## src/pais_pkg.sv

```systemverilog
// Package of constants for the alternate interrupt and strap configuration block.
package pais_pkg;
  // ----------------------------------------
  // Register addresses
  // ----------------------------------------
  localparam logic [4:0] PAIS_ADDR_CTRL = 5'h00;
  localparam logic [4:0] PAIS_ADDR_ADV = 5'h04;
  localparam logic [4:0] PAIS_ADDR_MODES = 5'h12;
  localparam logic [4:0] PAIS_ADDR_MCS = 5'h11;
  localparam logic [4:0] PAIS_ADDR_FLAGS = 5'h1d;
  localparam logic [4:0] PAIS_ADDR_MASK = 5'h1e;
  // ----------------------------------------
  // Field positions
  // ----------------------------------------
  localparam int PAIS_BIT_ALT = 6;
  localparam int PAIS_BIT_ENERGY = 1;
  localparam int PAIS_BIT_SOFTRST = 15;
  localparam int PAIS_SRC_LO = 1;
  localparam int PAIS_SRC_HI = 7;
  localparam int PAIS_SRC_LINK = 4;
  localparam int PAIS_MODE_LO = 5;
  localparam int PAIS_NSRC = 7;
  // ----------------------------------------
  // Reset values and mode codes
  // ----------------------------------------
  localparam logic [15:0] PAIS_ZERO16 = 16'h0000;
  localparam logic [15:0] PAIS_ALL16 = 16'hffff;
  localparam logic [2:0] PAIS_MODE_10H = 3'h0;
  localparam logic [2:0] PAIS_MODE_10F = 3'h1;
  localparam logic [2:0] PAIS_MODE_100H = 3'h2;
  localparam logic [2:0] PAIS_MODE_100F = 3'h3;
  localparam logic [2:0] PAIS_MODE_AN100H = 3'h4;
  localparam logic [2:0] PAIS_MODE_RPT = 3'h5;
  localparam logic [2:0] PAIS_MODE_PDN = 3'h6;
  localparam logic [2:0] PAIS_MODE_ALL = 3'h7;
  // Control bits 13,12,10,8 and advertisement bits 8,7,6,5.
  localparam logic [3:0] PAIS_CB_0000 = 4'h0;
  localparam logic [3:0] PAIS_CB_0001 = 4'h1;
  localparam logic [3:0] PAIS_CB_1000 = 4'h8;
  localparam logic [3:0] PAIS_CB_1001 = 4'h9;
  localparam logic [3:0] PAIS_CB_1100 = 4'hc;
  localparam logic [3:0] PAIS_CB_X10X = 4'h4;
  localparam logic [3:0] PAIS_AB_0100 = 4'h4;
  localparam logic [3:0] PAIS_AB_1111 = 4'hf;
  localparam logic [3:0] PAIS_AB_NONE = 4'h0;
  // ----------------------------------------
  // Timing
  // ----------------------------------------
  localparam int PAIS_CLK_HZ = 10_000_000;
  localparam int PAIS_ACQ_MS = 3;
  localparam int PAIS_ACQ_CYCLES = PAIS_CLK_HZ / 1000 * PAIS_ACQ_MS;
endpackage : pais_pkg

```

## src/pais_core.sv

```systemverilog
// Alternate interrupt logic, strap capture and strap-driven configuration registers.
//
// Operation
// - Alternate interrupt handling acts only while the select bit is one.
// - Each mask bit 30.7..1 lets its source drive the interrupt low.
// - Clearing a mask bit releases the interrupt for that source at once.
// - Writing one to a flag asks for a check of its source.
// - If the source meets its deassert condition the flag clears.
// - Otherwise the flag stays one and the interrupt stays asserted.
// - Mask 30.7..1 pairs with flags 29.7..1; link status is inverted.
// - Energy interrupt clears by mask clear or flag write after energy drops.
// - Energy status starts at one and clears within milliseconds without signal.
// - Straps are sampled at power-on reset and at the reset pin.
// - Low address bit is captured from its strap, default zero.
// - Only frames whose address matches the device address are answered.
// - The device address seeds the transmit scrambler.
// - Straps give address 0 or 1; software writes higher addresses.
// - Address strap on receive error pin, mode straps on receive pins.
// - Releasing the reset pin loads control and advertisement bits from mode.
// - Soft reset keeps register values and reloads nothing from straps.
// - Codes 000 to 011 give fixed speed and duplex, no negotiation.
// - Codes 100 and 101 negotiate 100 half only; 101 adds repeater.
// - Code 111 negotiates with every capability advertised.
// - Code 110 powers down until mode field rewritten and soft reset.
// - Carrier sense covers transmit in codes 010 and 100, receive only otherwise.
// - Select bit reads zero after power-up or hard reset.
// - Interrupt output is active low.
`timescale 1ns/1ps
`default_nettype none
module pais_core (
  input wire logic clk_in,
  input wire logic reset_in,
  input wire logic reset_pin_n_in,
  input wire logic rxer_strap_in,
  input wire logic rxd0_strap_in,
  input wire logic rxd1_strap_in,
  input wire logic crs_dv_strap_in,
  input wire logic signal_present_in,
  input wire logic [pais_pkg::PAIS_NSRC-1:0] src_status_in,
  input wire logic [4:0] frame_addr_in,
  input wire logic reg_wr_in,
  input wire logic reg_rd_in,
  input wire logic [4:0] reg_addr_in,
  input wire logic [15:0] reg_wdata_in,
  output logic [15:0] reg_rdata_out,
  output logic frame_match_out,
  output logic [4:0] scrambler_seed_out,
  output logic irq_out_n,
  output logic power_down_out,
  output logic repeater_out,
  output logic crs_on_tx_out,
  output logic [15:0] ctrl_out,
  output logic [15:0] adv_out
);
  import pais_pkg::*;

  // ----------------------------------------
  // Register state
  // ----------------------------------------
  logic alternate_irq_select_q;
  logic line_energy_detected_q;
  logic [15:0] mask_q;
  logic [PAIS_NSRC:1] flag_q;
  logic [PAIS_NSRC:1] src_prev_q;
  logic [4:0] mgmt_addr_field_q;
  logic [2:0] mode_q;
  logic [15:0] ctrl_q;
  logic [15:0] adv_q;
  logic pin_prev_q;
  logic [31:0] acq_cnt_q;
  logic [15:0] rdata_q;
  logic match_q;
  logic irq_n_q;

  // Source vector: bit 7 is energy, bits 1..6 come from the link side.
  logic [PAIS_NSRC:1] src_now;
  logic [PAIS_NSRC:1] assert_ev;
  logic [PAIS_NSRC:1] deassert_ok;
  logic [PAIS_NSRC:1] flag_d;
  logic wr_flags;
  logic wr_mask;
  logic wr_ctrl;
  logic wr_adv;
  logic wr_modes;
  logic wr_mcs;
  logic soft_reset;
  logic pin_release;
  logic irq_active;
  logic acq_drop;

  // Decoding of register writes.
  assign wr_flags = reg_wr_in && (reg_addr_in == PAIS_ADDR_FLAGS);
  assign wr_mask = reg_wr_in && (reg_addr_in == PAIS_ADDR_MASK);
  assign wr_ctrl = reg_wr_in && (reg_addr_in == PAIS_ADDR_CTRL);
  assign wr_adv = reg_wr_in && (reg_addr_in == PAIS_ADDR_ADV);
  assign wr_modes = reg_wr_in && (reg_addr_in == PAIS_ADDR_MODES);
  assign wr_mcs = reg_wr_in && (reg_addr_in == PAIS_ADDR_MCS);
  assign soft_reset = wr_ctrl && reg_wdata_in[PAIS_BIT_SOFTRST];
  assign pin_release = reset_pin_n_in && !pin_prev_q;
  // Acquisition ends on this edge while the line is quiet, so the energy flag drops too.
  assign acq_drop = (acq_cnt_q + 32'h0000_0001 == 32'(PAIS_ACQ_CYCLES)) &&
                    !signal_present_in;

  // Map sources into flag positions; energy sits at flag 7, the rest below.
  // Source pairing.
  assign src_now = {line_energy_detected_q, src_status_in[PAIS_NSRC-2:0]};

  // Assert events are rising edges, except link status which falls.
  genvar gi;
  generate
    for (gi = PAIS_SRC_LO; gi <= PAIS_SRC_HI; gi++) begin : g_src
      if (gi == PAIS_SRC_LINK) begin : g_inv
        assign assert_ev[gi] = src_prev_q[gi] && !src_now[gi];
        assign deassert_ok[gi] = src_now[gi];
      end else begin : g_norm
        assign assert_ev[gi] = !src_prev_q[gi] && src_now[gi];
        assign deassert_ok[gi] = !src_now[gi];
      end
      // Write-one check, clear, hold, sticky set wins.
      // Energy flag drops at quiet acquisition end.
      assign flag_d[gi] = assert_ev[gi] ? 1'b1 :
        (((wr_flags && reg_wdata_in[gi] && deassert_ok[gi]) ||
          ((gi == PAIS_SRC_HI) && acq_drop)) ? 1'b0 : flag_q[gi]);
    end
  endgenerate

  // Mask gating; mask clear releases; alternate mode only.
  assign irq_active = alternate_irq_select_q && |(flag_d & mask_q[PAIS_SRC_HI:PAIS_SRC_LO]);

  // ----------------------------------------
  // Interrupt flags, mask and mode bit
  // ----------------------------------------
  // Flag, mask and select registers update on management writes.
  always_ff @(posedge clk_in or posedge reset_in) begin
    if (reset_in) begin
      alternate_irq_select_q <= 1'b0;
      mask_q <= PAIS_ZERO16;
      flag_q <= {1'b1, {(PAIS_NSRC-1){1'b0}}};
      src_prev_q <= {1'b1, {(PAIS_NSRC-1){1'b0}}};
      irq_n_q <= 1'b1;
    end else begin
      flag_q <= flag_d;
      src_prev_q <= src_now;
      if (wr_mask) begin
        mask_q <= reg_wdata_in;
      end
      if (!reset_pin_n_in) begin
        // A hard reset through the pin returns to the primary mode.
        alternate_irq_select_q <= 1'b0;
      end else if (wr_mcs) begin
        alternate_irq_select_q <= reg_wdata_in[PAIS_BIT_ALT];
      end
      irq_n_q <= !irq_active;
    end
  end

  // ----------------------------------------
  // Energy detection during signal acquisition
  // ----------------------------------------
  // Energy holds one through acquisition, then follows line signal.
  always_ff @(posedge clk_in or posedge reset_in) begin
    if (reset_in) begin
      line_energy_detected_q <= 1'b1;
      acq_cnt_q <= 32'h0000_0000;
    end else if (acq_cnt_q < 32'(PAIS_ACQ_CYCLES)) begin
      acq_cnt_q <= acq_cnt_q + 32'h0000_0001;
      line_energy_detected_q <= 1'b1;
    end else begin
      line_energy_detected_q <= signal_present_in;
    end
  end

  // ----------------------------------------
  // Straps and configuration registers
  // ----------------------------------------
  // Strap decode table for control and advertisement bits.
  logic [3:0] strap_cb;
  logic [3:0] strap_ab;
  logic [2:0] strap_mode;
  assign strap_mode = {crs_dv_strap_in, rxd1_strap_in, rxd0_strap_in};
  always_comb begin
    strap_cb = PAIS_CB_0000;
    strap_ab = PAIS_AB_NONE;
    case (strap_mode)
      PAIS_MODE_10H: strap_cb = PAIS_CB_0000;
      PAIS_MODE_10F: strap_cb = PAIS_CB_0001;
      PAIS_MODE_100H: strap_cb = PAIS_CB_1000;
      PAIS_MODE_100F: strap_cb = PAIS_CB_1001;
      PAIS_MODE_AN100H, PAIS_MODE_RPT: begin
        strap_cb = PAIS_CB_1100;
        strap_ab = PAIS_AB_0100;
      end
      PAIS_MODE_ALL: begin
        strap_cb = PAIS_CB_X10X;
        strap_ab = PAIS_AB_1111;
      end
      default: begin
        strap_cb = PAIS_CB_0000;
        strap_ab = PAIS_AB_NONE;
      end
    endcase
  end

  // Straps are captured on the first clocked cycle and on pin release.
  logic first_q;
  always_ff @(posedge clk_in or posedge reset_in) begin
    if (reset_in) begin
      first_q <= 1'b1;
      pin_prev_q <= 1'b0;
      mgmt_addr_field_q <= 5'h00;
      mode_q <= PAIS_MODE_10H;
      ctrl_q <= PAIS_ZERO16;
      adv_q <= PAIS_ZERO16;
    end else begin
      first_q <= 1'b0;
      pin_prev_q <= reset_pin_n_in;
      if (first_q || pin_release) begin
        // Sample straps; receive pins; address 0 or 1.
        mgmt_addr_field_q <= {4'h0, rxer_strap_in};
        mode_q <= strap_mode;
        ctrl_q <= {2'b00, strap_cb[3], strap_cb[2], 1'b0, strap_cb[1], 1'b0, strap_cb[0],
                   8'h00};
        adv_q <= {7'h00, strap_ab, 5'h01};
      end else begin
        if (wr_modes) begin
          mgmt_addr_field_q <= reg_wdata_in[4:0];
          mode_q <= reg_wdata_in[PAIS_MODE_LO+2:PAIS_MODE_LO];
        end
        // Soft reset reloads nothing from straps.
        if (wr_ctrl) begin
          ctrl_q <= {1'b0, reg_wdata_in[14:0]};
        end
        if (wr_adv) begin
          adv_q <= reg_wdata_in;
        end
      end
    end
  end

  // ----------------------------------------
  // Read data, address match and mode outputs
  // ----------------------------------------
  // Read multiplexer for the registers held here.
  logic [15:0] rdata_d;
  always_comb begin
    rdata_d = PAIS_ALL16;
    case (reg_addr_in)
      PAIS_ADDR_CTRL: rdata_d = ctrl_q;
      PAIS_ADDR_ADV: rdata_d = adv_q;
      PAIS_ADDR_MCS: rdata_d = {9'h000, alternate_irq_select_q, 4'h0,
                                line_energy_detected_q, 1'b0};
      PAIS_ADDR_MODES: rdata_d = {8'h00, mode_q, mgmt_addr_field_q};
      PAIS_ADDR_FLAGS: rdata_d = {8'h00, flag_q, 1'b0};
      PAIS_ADDR_MASK: rdata_d = mask_q;
      default: rdata_d = PAIS_ALL16;
    endcase
  end

  // Registered outputs.
  always_ff @(posedge clk_in or posedge reset_in) begin
    if (reset_in) begin
      rdata_q <= PAIS_ZERO16;
      match_q <= 1'b0;
      power_down_out <= 1'b0;
      repeater_out <= 1'b0;
      crs_on_tx_out <= 1'b0;
      scrambler_seed_out <= 5'h00;
    end else begin
      if (reg_rd_in) begin
        rdata_q <= rdata_d;
      end
      match_q <= (frame_addr_in == mgmt_addr_field_q);
      scrambler_seed_out <= mgmt_addr_field_q;
      // Power down until rewritten and soft reset.
      if (first_q || pin_release || soft_reset) begin
        power_down_out <= (first_q || pin_release) ? (strap_mode == PAIS_MODE_PDN) :
                          (mode_q == PAIS_MODE_PDN);
      end
      repeater_out <= (mode_q == PAIS_MODE_RPT);
      // Carrier sense on transmit only in codes 010 and 100.
      crs_on_tx_out <= (mode_q == PAIS_MODE_100H) || (mode_q == PAIS_MODE_AN100H);
    end
  end

  assign reg_rdata_out = rdata_q;
  assign frame_match_out = match_q;
  assign irq_out_n = irq_n_q;
  assign ctrl_out = ctrl_q;
  assign adv_out = adv_q;
endmodule : pais_core
`default_nettype wire

```

## config.mk

```make
export PLATFORM = sky130hd
export DESIGN_NAME = pais_core
export DESIGN_NICKNAME = d
export VERILOG_FILES = /design/src/pais_pkg.sv /design/src/pais_core.sv
export SDC_FILE = /design/constraint.sdc
export NUM_CORES = 1
export LEC_CHECK = 0
export ABC_CLOCK_PERIOD_IN_PS = 13200
export BUFFER_PORTS_ARGS = -buffer_cell sky130_fd_sc_hd__buf_2
export CORE_UTILIZATION = 50
export CTS_BUF_LIST = sky130_fd_sc_hd__clkbuf_16
export CTS_CLUSTER_DIAMETER = 100
export DETAILED_ROUTE_END_ITERATION = 10
export PLACE_DENSITY = 0.78
export SLEW_MARGIN = 15
export SYNTH_ARGS = -nofsm -noshare
export SYNTH_HDL_FRONTEND = slang
export SYNTH_SLANG_ARGS = --single-unit
export TNS_END_PERCENT = 100
```

## constraint.sdc

```tcl
create_clock -name clk_in -period 13.2 [get_ports clk_in]
set_input_delay 2.64 -clock clk_in [delete_from_list [all_inputs] [get_ports clk_in]]
set_output_delay 2.64 -clock clk_in [all_outputs]
set_load 0.1 [all_outputs]
```

==> flow_metrics.py <==
metrics = {
    "timing": {
        "drv_slew": 0,
        "period_needed_ns": 4.34,
        "fmax_mhz": 231,
        "tns_ns": 0,
        "worst_slew_pin_slew_ns": 0.858,
        "max_slew_margin_pct": 42.8,
        "fin_skew_ns": 0.00612,
        "timing.final.crit_share_pct": 32.9,
        "finalHoldViolCount": 0,
        "rsz0062_at_grt": "no",
        "setup_viol": 0,
    },
    "power_and_ir_drop": {
        "p_clk_share_pct": 41.4,
        "switching_share_pct": 28.7,
        "vdd_drop_max_mv": 0.0785,
        "p_sw_mw": 0.283,
        "power_mw": 0.988,
        "p_leak_nw": 3.25,
        "p_per_area_nw_per_um2": 140,
        "p_int_mw": 0.705,
        "combPwrFrac_pct": 14.2,
        "pwr-share-seq_pct": 44.5,
    },
    "clock_tree": {
        "cts_tree": "done",
        "ctsHoldBuffers": 0,
        "numClockSinks": 131,
        "clk_latency_ns": 0.41,
        "h-tree-depth": 4,
        "cts_resized": 0,
        "cts_made_buffers": 17,
        "clkSlewWorstSetupHoldPaths_ns": 0.06,
        "cts.path.max_buffers": 2,
        "postCtsSetupRepairBufs": 0,
        "cts-root-buf": "clkbuf_16",
    },
    "grt": {
        "grt_pass1_wl_um": 23500,
        "antenna_found_initial": 0,
        "gr-total-overflow": 0,
        "gr-usage-all-layers_pct": 24.5,
        "grt_pass1_vias": 4693,
        "grt_max_degree": 70,
    },
    "worst_setup_path": {
        "timing.rr.end": "irq_out_n",
        "ff2ff_setup_slack_ns": 10.61,
        "startpoint_type": "input pin",
        "path_max_fanout": 14,
        "required_ns": 13.46,
        "critPathBufInv": 1,
        "end_kind": "register",
        "worst-setup-path-type": "in2reg",
        "crit_top_cell": "nand2_1",
        "slowest_delay_ns": 0.57,
        "crit_slowest_cell": "or4_1",
        "cp_cell_sequence": "buf_2 > or4_1 > nor2_1 > nand2_1 > nand2_1 > a31oi_1",
        "cp_top_family": "simple AND/OR/NAND/NOR gates",
        "r2r-start": "acq_cnt_q[0]",
        "r2r_cells": 8,
        "cp.arrival_ns": 4.60,
    },
    "worst_hold_path": {
        "min_to": "src_prev_q[7]",
        "min_from": "line_energy_detected_q",
        "worstHoldPathCells": 0,
        "hold_path_class": "reg2reg",
    },
    "synthesis": {
        "yosysUniqueCellTypes": 66,
        "synth_top_area_share_pct": 52.6,
        "netlist_top_cells_count": "dfrtp_1 (126), nand2_1 (63), nor2_1 (44)",
        "yosysWarnings": 0,
        "syn_area_sq_um": 6000,
        "seq_area_frac_synth_pct": 54.8,
        "synth_ff_type": "dfrtp_1",
        "synth_cells": 564,
        "synth.area.top_cells": "dfrtp_1 (53%), mux2_2 (4.3%), nand2_1 (3.9%)",
        "async_reset_ff_share_pct": 100,
        "ys_ff_latch": 131,
        "avgSynthCellArea_sq_um": 10.6,
        "yosys.cell_count.top_type": "dfrtp_1",
        "synth_top_cell_by_area": "dfrtp_1",
        "synth_edf_count": 0,
    },
    "placed_design": {
        "routabilityCongestion": 0.901,
        "numPortBuffers": 98,
        "dp_hpwl_um": 9620,
    },
    "route": {
        "drtPass1Iterations": 8,
        "drt-wirelength-per-cell_um": 18.0,
        "routed_wl_um": 14400,
        "viasPerCell": 5.89,
        "drtAntennaViolNets": 0,
        "remaining_drc_errors": 14,
        "drtIter0Drc": 408,
        "vias": 4727,
    },
    "die": {
        "die_area_sq_um": 12400,
        "core-area_sq_um": 11600,
        "fp.dieH_um": 112,
        "die_w_um": 112,
        "row_count": 39,
        "ios": 101,
        "start_util_pct": 51.9,
    },
    "cells_and_area": {
        "num_antenna_cells": 0,
        "seqCellArea_sq_um": 3280,
        "area_growth_syn_to_layout_pct": 17.6,
        "fin_nets": 690,
        "multi_input_area_sq_um": 2470,
        "final.fill_count": 953,
        "drive_gt1_share_pct": 26.6,
    },
    "flow_run": {
        "maxCapViolCount": 0,
    },
    "run_status": {
        "run_status": "finished with violations",
        "violations": "design-rule violations",
    },
}
## flip-flops by register name, summed over array words and instances, names as in the netlist, 3 cells and up
name / count
ctrl_out: 15
reg_rdata_out: 16
src_prev_q: 7
acq_cnt_q: 32
flag_q: 7
mode_q: 3
mask_q: 16
mgmt_addr_field_q: 5
scrambler_seed_out: 5
adv_out: 16
## worst register-to-register path, delay by kind of cell (launching register included)
family / cells / cell delay (ns)
and+or+nand+nor: 4 / 1.17
adders and majority gates: 1 / 0.29
DFF: 1 / 0.44
AOI/OAI and AO/OA: 3 / 0.61
## area by class of cell
type / instances / share of cell area [%]
Tap cell: 143 / 2.54
Timing Repair Buffer: 106 / 7.80
Sequential cell: 131 / 46.6
Clock buffer: 17 / 6.03
Clock inverter: 15 / 1.28
Inverter: 14 / 0.780
Multi-Input combinational cell: 376 / 35.0
## power groups by stage
stage          clock network [mW]  logic [mW]  registers (mW)
3_3_place_gp                    0       0.138           0.444
4_1_cts                     0.414       0.141           0.439
5_1_grt                     0.430       0.149           0.441
2_1_floorplan                   0      0.0422           0.507
6_report                    0.409       0.140           0.439
3_5_place_dp                    0       0.140           0.445
## routing by layer
metal | vias up | track usage [%] | share of wire, % | routed length, um
met2 | 226 | 40.4 | 50 | 7150
met5 | - | 0 | 0 | 0
li1 | 2170 | - | - | -
met3 | 34 | 6.75 | 7.2 | 1030
met1 | 2297 | 30.7 | 41 | 5940
met4 | 0 | 10.2 | 2.1 | 310
## per-stage QoR
| step | std cells | worst slack, ns | area, sq um | hold slack [ns] | util [%] |
|---|---|---|---|---|---|
| 2_1_floorplan | 565 | 7.07 | 6000 | 0.365 | - |
| 3_3_place_gp | 770 | 8.41 | 6540 | 0.386 | 56.5 |
| 3_5_place_dp | 770 | 8.46 | 6540 | 0.387 | 56.5 |
| 4_1_cts | 802 | 8.90 | 7050 | 0.395 | 61.0 |
| 5_1_grt | 802 | 8.78 | 7050 | 0.397 | 61.0 |
| 6_report | 802 | 8.86 | 7050 | 0.398 | 61.0 |
## worst max-delay path by stage
stage / startpoint / end / slack, ns / depth (start not counted)
final: reg_addr_in[3] / ctrl_out[13] / 8.86 / 6
after global routing: reg_addr_in[3] / ctrl_out[12] / 8.78 / 6
after CTS: reg_addr_in[3] / ctrl_out[13] / 8.90 / 6
after detailed placement: reg_addr_in[3] / ctrl_out[13] / 8.46 / 6
after global placement: reg_addr_in[3] / ctrl_out[12] / 8.41 / 6
after floorplan: reset_in / acq_cnt_q[0] / 7.07 / 1
## cell families (layout without fill, tap and decap cells)
kind of cell | count (synthesis) | in the layout | share of synthesized area [%]
multiplexers | 32 | 32 | 5.82
AND/OR/NAND/NOR | 190 | 190 | 16.8
flip-flops | 131 | 131 | 54.8
XOR/XNOR | 28 | 28 | 4.09
buffers and inverters | 58 | 152 | 4.13
AO/OA/AOI/OAI | 123 | 123 | 14.1
other | 1 | 2 | 0.0625
adder cells (fa/ha/maj) | 1 | 1 | 0.209
## cells in the final DEF, fill, tap and decap left out, drive strengths merged, types with 4 or more instances in the layout
master / n
a21oi: 34
a221oi: 16
a22o: 11
a22oi: 14
a31oi: 10
and3: 9
buf: 106
clkbuf: 17
clkinv: 6
dfrtp: 126
dfstp: 5
inv: 21
mux2: 23
mux2i: 9
nand2: 63
nand3: 15
nand3b: 5
nand4: 12
nor2: 44
nor3: 12
nor3b: 4
nor4: 8
o21ai: 18
xnor2: 22
xor2: 6
(Power assumes the default switching activity.)
